File: src/design/icf_pkg.sv
// Constants, register indices and field layout of the configuration-variable bank
package icf_pkg;
  // Variable numbers; the bus byte address is four times the number
  localparam logic [8:0] IDX_PAGE_LOW = 9'h01F;
  localparam logic [8:0] IDX_PAGE_HIGH = 9'h020;
  localparam logic [8:0] IDX_MOTOR_CFG = 9'h031;
  localparam logic [8:0] IDX_SLOW_GAIN = 9'h034;
  localparam logic [8:0] IDX_GAIN = 9'h036;
  localparam logic [8:0] IDX_INFLUENCE = 9'h038;
  localparam logic [8:0] IDX_REG_OPTS = 9'h07C;
  localparam logic [8:0] IDX_STATUS = 9'h0FF;
  localparam logic [8:0] IDX_PAGED_FIRST = 9'h101;
  localparam logic [8:0] IDX_MAP_BASE = 9'h10A;
  localparam int ADDR_LSB = 2;
  localparam int ADDR_MSB = 10;
  // Paged mapping area: index low selects the mapping bank, index high the page
  localparam logic [7:0] MAP_PAGE_LOW = 8'h10;
  localparam logic [7:0] MAP_PAGE_FIRST = 8'h02;
  localparam int KEYS_PER_PAGE = 8;
  localparam int CTL_PER_KEY = 3;
  // Field positions
  localparam int MOTOR_CFG_FULL_PWM_BIT = 1;
  localparam int REG_OPTS_FIXED_FREQ_BIT = 4;
  localparam int NUM_OUTPUTS = 6;
  localparam int SLOW_SPEED_STEP = 1;
  // Reset values
  localparam logic [7:0] RST_PAGE_LOW = 8'h10;
  localparam logic [7:0] RST_PAGE_HIGH = 8'h02;
  localparam logic [7:0] RST_MOTOR_CFG = 8'h02;
  localparam logic [7:0] RST_SLOW_GAIN = 8'h20;
  localparam logic [7:0] RST_GAIN = 8'h30;
  localparam logic [7:0] RST_INFLUENCE = 8'hFF;
  localparam logic [7:0] RST_REG_OPTS = 8'h00;
  // Timing: regulation carrier
  localparam int CLK_HZ = 25_000_000;
  localparam int PWM_FULL_HZ = 40_000;
  localparam int PWM_FULL_CYCLES = CLK_HZ / PWM_FULL_HZ;
  localparam int PWM_HALF_CYCLES = 2 * PWM_FULL_CYCLES;
endpackage : icf_pkg

File: src/design/icf_map_if.sv
// Signals between the register bank and the function output mapper
interface icf_map_if #(parameter int NUM_KEYS = 16);
  logic [NUM_KEYS*8-1:0] map_fwd;
  logic [NUM_KEYS*8-1:0] map_rev;
  logic [NUM_KEYS-1:0] keys;
  logic reverse;
  logic [5:0] outs;
  modport bank (output map_fwd, output map_rev, output keys, output reverse, input outs);
  modport mapper (input map_fwd, input map_rev, input keys, input reverse, output outs);
endinterface : icf_map_if

File: src/design/icf_bank.sv
// Configuration-variable bank: APB registers, paged function map, motor regulation settings
// Functional notes
// - Speed step one uses its own slow-step gain instead of the general gain.
// - Regulation frequency adapts unless bit 4 of regulation options is set.
// - Control influence of zero switches load compensation off completely.
// - Carrier runs at 40 kHz; clearing motor config bit 1 halves it.
// - Control influence scales the regulation strength from none to full.
// - Six physical outputs: head, rear and four spare outputs.
// - Variables 257 to 511 are paged by the two index variables.
// - Variables 1 to 256 do not depend on the index variables.
// - Keys mapped to one output are ORed together.
// - Each key has three control variables, forward and reverse sets.
// - One mapping entry may switch several outputs, one bit each.
// - Spare output four then stays on at standstill and running, both directions.
// - General gain sets how strongly regulation corrects speed errors.
//
// The implementer's own choice: the APB register port.
module icf_bank #(
  parameter int NUM_PAGES = 2,
  parameter int NUM_KEYS = NUM_PAGES * icf_pkg::KEYS_PER_PAGE
) (
  input wire logic pclk,
  input wire logic presetn,
  input wire logic psel,
  input wire logic penable,
  input wire logic pwrite,
  input wire logic [11:0] paddr,
  input wire logic [31:0] pwdata,
  input wire logic [3:0] pstrb,
  output logic [31:0] prdata,
  output logic pready,
  output logic pslverr,
  input wire logic [7:0] speed_step,
  input wire logic drive_reverse,
  input wire logic [NUM_KEYS-3:0] fn_keys,
  output logic head_light,
  output logic rear_light,
  output logic spare_output_one,
  output logic spare_output_two,
  output logic spare_output_three,
  output logic spare_output_four,
  output logic regulation_enable,
  output logic adaptive_freq,
  output logic [7:0] effective_gain,
  output logic carrier_tick
);
  localparam int ENTRIES = NUM_KEYS * 2 * icf_pkg::CTL_PER_KEY;
  localparam int EW = $clog2(ENTRIES);

  logic [7:0] page_low_reg;
  logic [7:0] page_high_reg;
  logic [7:0] motor_cfg_reg;
  logic [7:0] slow_gain_reg;
  logic [7:0] gain_reg;
  logic [7:0] influence_reg;
  logic [7:0] reg_opts_reg;
  logic [7:0] ctl_mem [ENTRIES];
  logic [31:0] prdata_reg;
  logic pready_reg;
  logic pslverr_reg;
  // Read by the status variable before the mapper and carrier logic below
  logic [5:0] fn_out;
  wire logic carrier_half;

  // Address decode
  wire logic [8:0] cv = paddr[icf_pkg::ADDR_MSB:icf_pkg::ADDR_LSB];
  wire logic addr_ok = (paddr[1:0] == 2'b00) && (paddr[11] == 1'b0) && (cv != 9'h000);
  wire logic in_paged = (cv >= icf_pkg::IDX_PAGED_FIRST);
  wire logic [8:0] map_off = cv - icf_pkg::IDX_MAP_BASE;
  wire logic [7:0] page_rel = page_high_reg - icf_pkg::MAP_PAGE_FIRST;
  wire logic page_hit = (page_low_reg == icf_pkg::MAP_PAGE_LOW) && (page_rel < 8'(NUM_PAGES));
  wire logic slot_hit = (cv >= icf_pkg::IDX_MAP_BASE) && (map_off[3:0] < 4'(icf_pkg::CTL_PER_KEY));
  wire logic map_hit = in_paged && page_hit && slot_hit;
  wire logic [7:0] key_no = 8'(page_rel * icf_pkg::KEYS_PER_PAGE) + {5'h00, map_off[7:5]};
  wire logic [EW-1:0] map_idx = EW'((key_no * 2 + {7'h00, map_off[4]}) * icf_pkg::CTL_PER_KEY + map_off[1:0]);

  // Read selection; the unpaged variables ignore the index variables
  logic [7:0] rd_byte;
  always_comb
  begin
    rd_byte = 8'h00;
    if (in_paged)
      rd_byte = map_hit ? ctl_mem[map_idx] : 8'h00;
    else if (cv == icf_pkg::IDX_PAGE_LOW)
      rd_byte = page_low_reg;
    else if (cv == icf_pkg::IDX_PAGE_HIGH)
      rd_byte = page_high_reg;
    else if (cv == icf_pkg::IDX_MOTOR_CFG)
      rd_byte = motor_cfg_reg;
    else if (cv == icf_pkg::IDX_SLOW_GAIN)
      rd_byte = slow_gain_reg;
    else if (cv == icf_pkg::IDX_GAIN)
      rd_byte = gain_reg;
    else if (cv == icf_pkg::IDX_INFLUENCE)
      rd_byte = influence_reg;
    else if (cv == icf_pkg::IDX_REG_OPTS)
      rd_byte = reg_opts_reg;
    else if (cv == icf_pkg::IDX_STATUS)
      rd_byte = {1'b0, carrier_half, regulation_enable, adaptive_freq, 4'h0} | {2'b00, fn_out};
  end

  // APB handshake: one wait cycle, write commits with pready high
  wire logic access = psel && penable;
  wire logic commit = access && pready_reg;
  wire logic do_write = commit && pwrite && addr_ok && pstrb[0];
  wire logic wr_cfg = do_write && !in_paged;
  wire logic wr_map = do_write && map_hit;

  always_ff @(posedge pclk or negedge presetn)
  begin
    if (!presetn)
    begin
      pready_reg <= 1'b0;
      pslverr_reg <= 1'b0;
      prdata_reg <= 32'h0000_0000;
    end
    else
    begin
      pready_reg <= access && !pready_reg;
      pslverr_reg <= access && !pready_reg && !addr_ok;
      if (access && !pready_reg)
        prdata_reg <= (!pwrite && addr_ok) ? {24'h000000, rd_byte} : 32'h0000_0000;
    end
  end

  // Write strobes of the unpaged variables
  wire logic wr_page_low = wr_cfg && (cv == icf_pkg::IDX_PAGE_LOW);
  wire logic wr_page_high = wr_cfg && (cv == icf_pkg::IDX_PAGE_HIGH);
  wire logic wr_motor_cfg = wr_cfg && (cv == icf_pkg::IDX_MOTOR_CFG);
  wire logic wr_slow_gain = wr_cfg && (cv == icf_pkg::IDX_SLOW_GAIN);
  wire logic wr_gain = wr_cfg && (cv == icf_pkg::IDX_GAIN);
  wire logic wr_influence = wr_cfg && (cv == icf_pkg::IDX_INFLUENCE);
  wire logic wr_reg_opts = wr_cfg && (cv == icf_pkg::IDX_REG_OPTS);

  always_ff @(posedge pclk or negedge presetn)
  begin
    if (!presetn)
      page_low_reg <= icf_pkg::RST_PAGE_LOW;
    else if (wr_page_low)
      page_low_reg <= pwdata[7:0];
  end

  always_ff @(posedge pclk or negedge presetn)
  begin
    if (!presetn)
      page_high_reg <= icf_pkg::RST_PAGE_HIGH;
    else if (wr_page_high)
      page_high_reg <= pwdata[7:0];
  end

  always_ff @(posedge pclk or negedge presetn)
  begin
    if (!presetn)
      motor_cfg_reg <= icf_pkg::RST_MOTOR_CFG;
    else if (wr_motor_cfg)
      motor_cfg_reg <= pwdata[7:0];
  end

  always_ff @(posedge pclk or negedge presetn)
  begin
    if (!presetn)
      slow_gain_reg <= icf_pkg::RST_SLOW_GAIN;
    else if (wr_slow_gain)
      slow_gain_reg <= pwdata[7:0];
  end

  always_ff @(posedge pclk or negedge presetn)
  begin
    if (!presetn)
      gain_reg <= icf_pkg::RST_GAIN;
    else if (wr_gain)
      gain_reg <= pwdata[7:0];
  end

  always_ff @(posedge pclk or negedge presetn)
  begin
    if (!presetn)
      influence_reg <= icf_pkg::RST_INFLUENCE;
    else if (wr_influence)
      influence_reg <= pwdata[7:0];
  end

  always_ff @(posedge pclk or negedge presetn)
  begin
    if (!presetn)
      reg_opts_reg <= icf_pkg::RST_REG_OPTS;
    else if (wr_reg_opts)
      reg_opts_reg <= pwdata[7:0];
  end

  // Control storage of the mapping bank, cleared at reset
  genvar e;
  generate
    for (e = 0; e < ENTRIES; e++)
    begin : g_ctl
      always_ff @(posedge pclk or negedge presetn)
      begin
        if (!presetn)
          ctl_mem[e] <= 8'h00;
        else if (wr_map && (map_idx == EW'(e)))
          ctl_mem[e] <= pwdata[7:0];
      end
    end
  endgenerate

  // Function mapping: key 0 standstill, key 1 running, then F0 upward
  icf_map_if #(.NUM_KEYS(NUM_KEYS)) mif ();
  genvar m;
  generate
    for (m = 0; m < NUM_KEYS; m++)
    begin : g_map
      assign mif.map_fwd[m*8 +: 8] = ctl_mem[(m*2) * icf_pkg::CTL_PER_KEY];
      assign mif.map_rev[m*8 +: 8] = ctl_mem[(m*2 + 1) * icf_pkg::CTL_PER_KEY];
    end
  endgenerate
  // Standstill and running keys keep e.g. a driver supply alive in every state
  wire logic moving = (speed_step != 8'h00);
  assign mif.keys = {fn_keys, moving, !moving};
  assign mif.reverse = drive_reverse;
  assign fn_out = mif.outs;

  icf_out_mapper #(.NUM_KEYS(NUM_KEYS)) u_mapper (
    .pclk(pclk),
    .presetn(presetn),
    .mif(mif)
  );

  // Regulation settings
  assign carrier_half = !motor_cfg_reg[icf_pkg::MOTOR_CFG_FULL_PWM_BIT];
  wire logic slow_step = (speed_step == 8'(icf_pkg::SLOW_SPEED_STEP));
  wire logic [7:0] active_gain = slow_step ? slow_gain_reg : gain_reg;
  wire logic [15:0] scaled = active_gain * influence_reg;
  wire logic full_inf = (influence_reg == 8'hFF);
  wire logic [7:0] gain_next = full_inf ? active_gain : scaled[15:8];
  logic regulation_enable_reg;
  logic adaptive_freq_reg;
  logic [7:0] effective_gain_reg;
  always_ff @(posedge pclk or negedge presetn)
  begin
    if (!presetn)
    begin
      regulation_enable_reg <= 1'b0;
      adaptive_freq_reg <= 1'b0;
      effective_gain_reg <= 8'h00;
    end
    else
    begin
      regulation_enable_reg <= (influence_reg != 8'h00);
      adaptive_freq_reg <= !reg_opts_reg[icf_pkg::REG_OPTS_FIXED_FREQ_BIT];
      effective_gain_reg <= (influence_reg == 8'h00) ? 8'h00 : gain_next;
    end
  end

  // Regulation carrier: 625 cycles at full rate, 1250 at half rate
  localparam int CW = $clog2(icf_pkg::PWM_HALF_CYCLES);
  logic [CW-1:0] carrier_cnt_reg;
  logic carrier_tick_reg;
  wire logic [CW-1:0] carrier_last = carrier_half ? CW'(icf_pkg::PWM_HALF_CYCLES - 1) :
                                     CW'(icf_pkg::PWM_FULL_CYCLES - 1);
  wire logic carrier_wrap = (carrier_cnt_reg >= carrier_last);
  always_ff @(posedge pclk or negedge presetn)
  begin
    if (!presetn)
    begin
      carrier_cnt_reg <= '0;
      carrier_tick_reg <= 1'b0;
    end
    else
    begin
      carrier_cnt_reg <= carrier_wrap ? '0 : carrier_cnt_reg + 1'b1;
      carrier_tick_reg <= carrier_wrap;
    end
  end

  assign prdata = prdata_reg;
  assign pready = pready_reg;
  assign pslverr = pslverr_reg;
  assign head_light = fn_out[0];
  assign rear_light = fn_out[1];
  assign spare_output_one = fn_out[2];
  assign spare_output_two = fn_out[3];
  assign spare_output_three = fn_out[4];
  assign spare_output_four = fn_out[5];
  assign regulation_enable = regulation_enable_reg;
  assign adaptive_freq = adaptive_freq_reg;
  assign effective_gain = effective_gain_reg;
  assign carrier_tick = carrier_tick_reg;
endmodule : icf_bank

File: src/design/icf_out_mapper.sv
// Combines active keys through their mapping bytes into the physical outputs
module icf_out_mapper #(
  parameter int NUM_KEYS = 16
) (
  input wire logic pclk,
  input wire logic presetn,
  icf_map_if.mapper mif
);
  logic [NUM_KEYS*8-1:0] sel_map;
  logic [5:0] outs_next;
  logic [5:0] outs_reg;

  genvar k;
  genvar b;
  generate
    for (k = 0; k < NUM_KEYS; k++)
    begin : g_key
      // Direction picks the forward or reverse entry of each key
      assign sel_map[k*8 +: 8] = mif.keys[k] ? (mif.reverse ? mif.map_rev[k*8 +: 8] : mif.map_fwd[k*8 +: 8]) : 8'h00;
    end
    for (b = 0; b < 6; b++)
    begin : g_bit
      logic [NUM_KEYS-1:0] col;
      for (k = 0; k < NUM_KEYS; k++)
      begin : g_col
        assign col[k] = sel_map[k*8 + b];
      end
      assign outs_next[b] = |col;
    end
  endgenerate

  always_ff @(posedge pclk or negedge presetn)
  begin
    if (!presetn)
      outs_reg <= 6'h00;
    else
      outs_reg <= outs_next;
  end

  assign mif.outs = outs_reg;
endmodule : icf_out_mapper

File: config.mk
export PLATFORM = sky130hd
export DESIGN_NAME = icf_bank
export DESIGN_NICKNAME = d
export VERILOG_FILES = /design/src/design/icf_pkg.sv /design/src/design/icf_map_if.sv /design/src/design/icf_bank.sv /design/src/design/icf_out_mapper.sv
export SDC_FILE = /design/constraint.sdc
export NUM_CORES = 2
export LEC_CHECK = 0
export ABC_AREA = 0
export BUFFER_PORTS_ARGS = -buffer_cell sky130_fd_sc_hd__buf_4
export CORE_UTILIZATION = 61
export CTS_CLUSTER_SIZE = 24
export DETAILED_ROUTE_END_ITERATION = 10
export PLACE_DENSITY = 0.84
export SYNTH_ARGS = -nofsm -noshare
export SYNTH_HDL_FRONTEND = slang
export SYNTH_SLANG_ARGS = --single-unit
File: constraint.sdc
create_clock -name pclk -period 5.52 [get_ports pclk]
set_input_delay 0.552 -clock pclk [delete_from_list [all_inputs] [get_ports pclk]]
set_output_delay 0.552 -clock pclk [all_outputs]
set_load 0.01 [all_outputs]
==> results.yml <==
yosys:
  yosysTopAreaCell: "dfrtp_1"
  yosysWarnings: 0
  synth-edff-count: 0
  ys.flop_type: "dfrtp_1"
  yosys.cell_types.count: 81
  yosysTopAreaCellShare: 0.480
  syn_avg_cell_area_um2: 15.0
  yosysSeqAreaShare: 0.488
  synthesis.area_um2: 44200
  yosys_register_bits: 862
  async_reset_ff_frac: 1.00
  yosys-top-cells-area: "dfrtp_1 (48%), mux2_2 (22%), mux4_2 (13%)"
  synth_cells: 2947
grt:
  grt_use_total: 0.325
  overflow: 0
  grt_pass1_vias: 29000
  grt_pass1_wl_mm: 181
  grt_max_degree: 162
  antenna_found_initial: 6
setup_path:
  timing.rr.end: "effective_gain[6]"
  crit_path_start_kind: "input port"
  crit_end: "effective_gain[6]"
  cp-end-kind: "register"
  crit_chain: "buf_4, nor4b_2, buf_4, nand2_4, buf_4, mux2i_2, nor2b_1, fa_1, fa_1, inv_1, fa_1, inv_1, fa_1, ha_1, or3_1, o221a_2, a21oi_2, nor3_1, o41ai_1, xor2_1, o22ai_1"
  crit_start: "speed_step[3]"
  slowest_delay_ns: 0.55
  path_max_fanout: 7
  path_class: "input port to register"
  path_buf_inv: 5
  worstPathArrival_ns: 5.68
  reg2regPathDepth: 16
  reg2reg_slack_ns: 0.64
  cp.depth: 21
  worst_ep_required_time_ns: 6.04
  crit_top_cell: "fa_1"
  r2r-start: "gain_reg[3]"
  cp_slowest_cell: "fa_1"
  crit_family: "adder cells"
timing:
  fin_crit_ns: 5.16
  fin_crit_sh: 0.934
  relSlewSlack: 0.143
  whs_ns: 0.265
  fmax_mhz: 194
  rsz0062_at_grt: "no"
  setup_viol: 0
  fin_skew_ns: 0.0200
  tightest_slew_ns: 1.29
  maxSlewViolCount: 0
  hold_viol: 0
floorplan:
  core_um2: 71600
  initial_core_util: 0.618
  die_w_um: 271
  pin_count: 127
  dieArea_um2: 73600
  row_count: 98
  die_y_um: 271
route:
  drc_errors: 0
  avgViaCountPerCell: 6.68
  vias: 27300
  drt-total-wl_mm: 116
  wl_per_cell_um: 28.5
  drt_iter0_drc: 2765
  drt_first_pass_iters: 6
  postRouteAntennaNets: 0
place:
  dpl.hpwl_mm: 78.2
  postPlaceCellArea_um2: 46500
  port_buffers: 75
  gp_congestion: 0.932
power_and_ir_drop:
  finalPower_w: 0.0145
  peakVddDrop_mv: 0.306
  power_leakage_nw: 23.9
  p_per_area_nw_per_um2: 293
min_path:
  hold_class: "input port to register"
clock_tree:
  clk_path_buf_depth: 3
  root_buffer: "clkbuf_16"
  clk-insertion-delay-late_ns: 0.64
  clkTransAtPathRegs_ns: 0.06
  cts_tree: "built"
  cts_buffers: 89
  htree_levels: 3
  cts_setup_buffers: 0
  cts_resized: 0
  clkSinkCount: 862
job:
  max-cap-violations: 0
finish:
  layout-drive-gt1-share: 0.517
  fin_area_um2: 49400
  final_nets: 3233
  largest_reg_flops: 768
  utilization: 0.690
  synthToLayoutAreaGrowth_pct: 11.8
status:
  status: "finished clean"
-- placed cells by master (no fill, tap or decap), types with 11 or more instances in the layout --
| cell type | instances |
|---|---|
| a21oi_1 | 13 |
| a221oi_1 | 24 |
| a22o_1 | 22 |
| a22oi_1 | 25 |
| and2_1 | 23 |
| buf_12 | 21 |
| buf_4 | 193 |
| clkbuf_1 | 13 |
| clkbuf_16 | 90 |
| clkbuf_8 | 22 |
| clkinv_2 | 16 |
| conb_1 | 24 |
| dfrtp_1 | 848 |
| dfstp_2 | 14 |
| fa_1 | 36 |
| ha_1 | 50 |
| inv_1 | 61 |
| mux2_1 | 29 |
| mux2_2 | 873 |
| mux2i_1 | 15 |
| mux4_2 | 247 |
| nand2_1 | 78 |
| nand2_2 | 12 |
| nand3_1 | 28 |
| nand3_4 | 12 |
| nand4_1 | 17 |
| nor2_1 | 33 |
| nor2_4 | 34 |
| nor2b_1 | 38 |
| nor3_2 | 12 |
| o21ai_0 | 20 |
| xnor2_1 | 12 |
| xor2_1 | 11 |
-- metal layers --
metal  part of all wire  track usage
met1               0.39        0.442
met2               0.48        0.517
met3              0.080       0.0623
met4              0.042        0.133
met5            0.00021      0.00128
-- per-stage QoR --
step                      worst slack, ns  cells  setup TNS, ns
after floorplan                    0.0443   2970              0
after global routing               0.0820   4088              0
after CTS                           0.371   4086              0
after global placement             -0.154   3926         -0.495
after detailed placement           -0.277   3926          -1.15
final                               0.364   4091              0
-- how the worst min path moves through the flow --
stage | endpoint | startpoint | depth (start not counted) | slack [ns]
after floorplan | adaptive_freq | presetn | 0 | 0.26
after global placement | adaptive_freq | reg_opts_reg[4] | 1 | 0.43
after detailed placement | adaptive_freq | reg_opts_reg[4] | 1 | 0.45
after CTS | pslverr | paddr[11] | 4 | 0.24
after global routing | pslverr | paddr[0] | 4 | 0.27
final | pslverr | paddr[11] | 4 | 0.26
-- worst register-to-register path, cell delays in order (launching register included) --
cell and delay [ns]:
dfrtp_1 0.41, mux2i_2 0.34, nor2b_1 0.12, fa_1 0.44
fa_1 0.49, inv_1 0.06, fa_1 0.55, inv_1 0.05
fa_1 0.44, ha_1 0.23, or3_1 0.38, o221a_2 0.25
a21oi_2 0.22, nor3_1 0.11, o41ai_1 0.39, xor2_1 0.19
o22ai_1 0.09
-- Yosys cell counts (all sizes together), types with 3 or more instances --
cell type / number
or2: 3
dfstp: 14
clkbuf: 128
nor3b: 7
mux2: 902
fa: 37
a221oi: 24
ha: 52
nand3: 40
a21o: 6
and4: 6
xnor2: 15
nor2b: 38
and3: 9
a31oi: 3
xor2: 15
nand2: 97
nor3: 19
o21bai: 3
a22oi: 25
o21ai: 21
nor4: 10
a22o: 22
dfrtp: 848
a222oi: 5
and2: 23
or3: 4
buf: 81
mux4: 247
inv: 62
nor2: 81
a21oi: 16
nand2b: 9
nand4: 20
mux2i: 18
a211oi: 5
-- layout make-up --
| class | instances | area [um2] |
|---|---|---|
| Inverter | 62 | 233 |
| Clock buffer | 125 | 2600 |
| Fill cell | 4597 | 22200 |
| Multi-Input combinational cell | 1837 | 21600 |
| Sequential cell | 862 | 21600 |
| Antenna cell | 5 | 12.5 |
| Timing Repair Buffer | 216 | 1890 |
| Clock inverter | 34 | 344 |
| Tap cell | 950 | 1190 |
-- power by group --
group | internal (W) | leakage, nW | switching, W
logic | 0.000759 | 10.5 | 0.00131
registers | 0.00632 | 12.0 | 0.00000310
clock network | 0.00352 | 1.45 | 0.00256
-- cells by family (layout without fill, tap and decap cells) --
logic type | after synthesis | count (layout) | synth area share
AOI/OAI and AO/OA | 149 | 149 | 0.0257
muxes | 1167 | 1167 | 0.360
DFF | 862 | 862 | 0.488
other | 1 | 29 | 0.0000848
and+or+nand+nor | 378 | 378 | 0.0600
adders and majority gates | 89 | 89 | 0.0315
buffers and inverters | 271 | 437 | 0.0281
xor gates and xnor gates | 30 | 30 | 0.00696
-- repair_timing --
action                                  4_1_cts  5_1_grt
endpoints found under the setup margin        0        0
hold endpoints to repair                     21        0
hold buffers                                  1        0
Power figures use the tool's default switching activity.
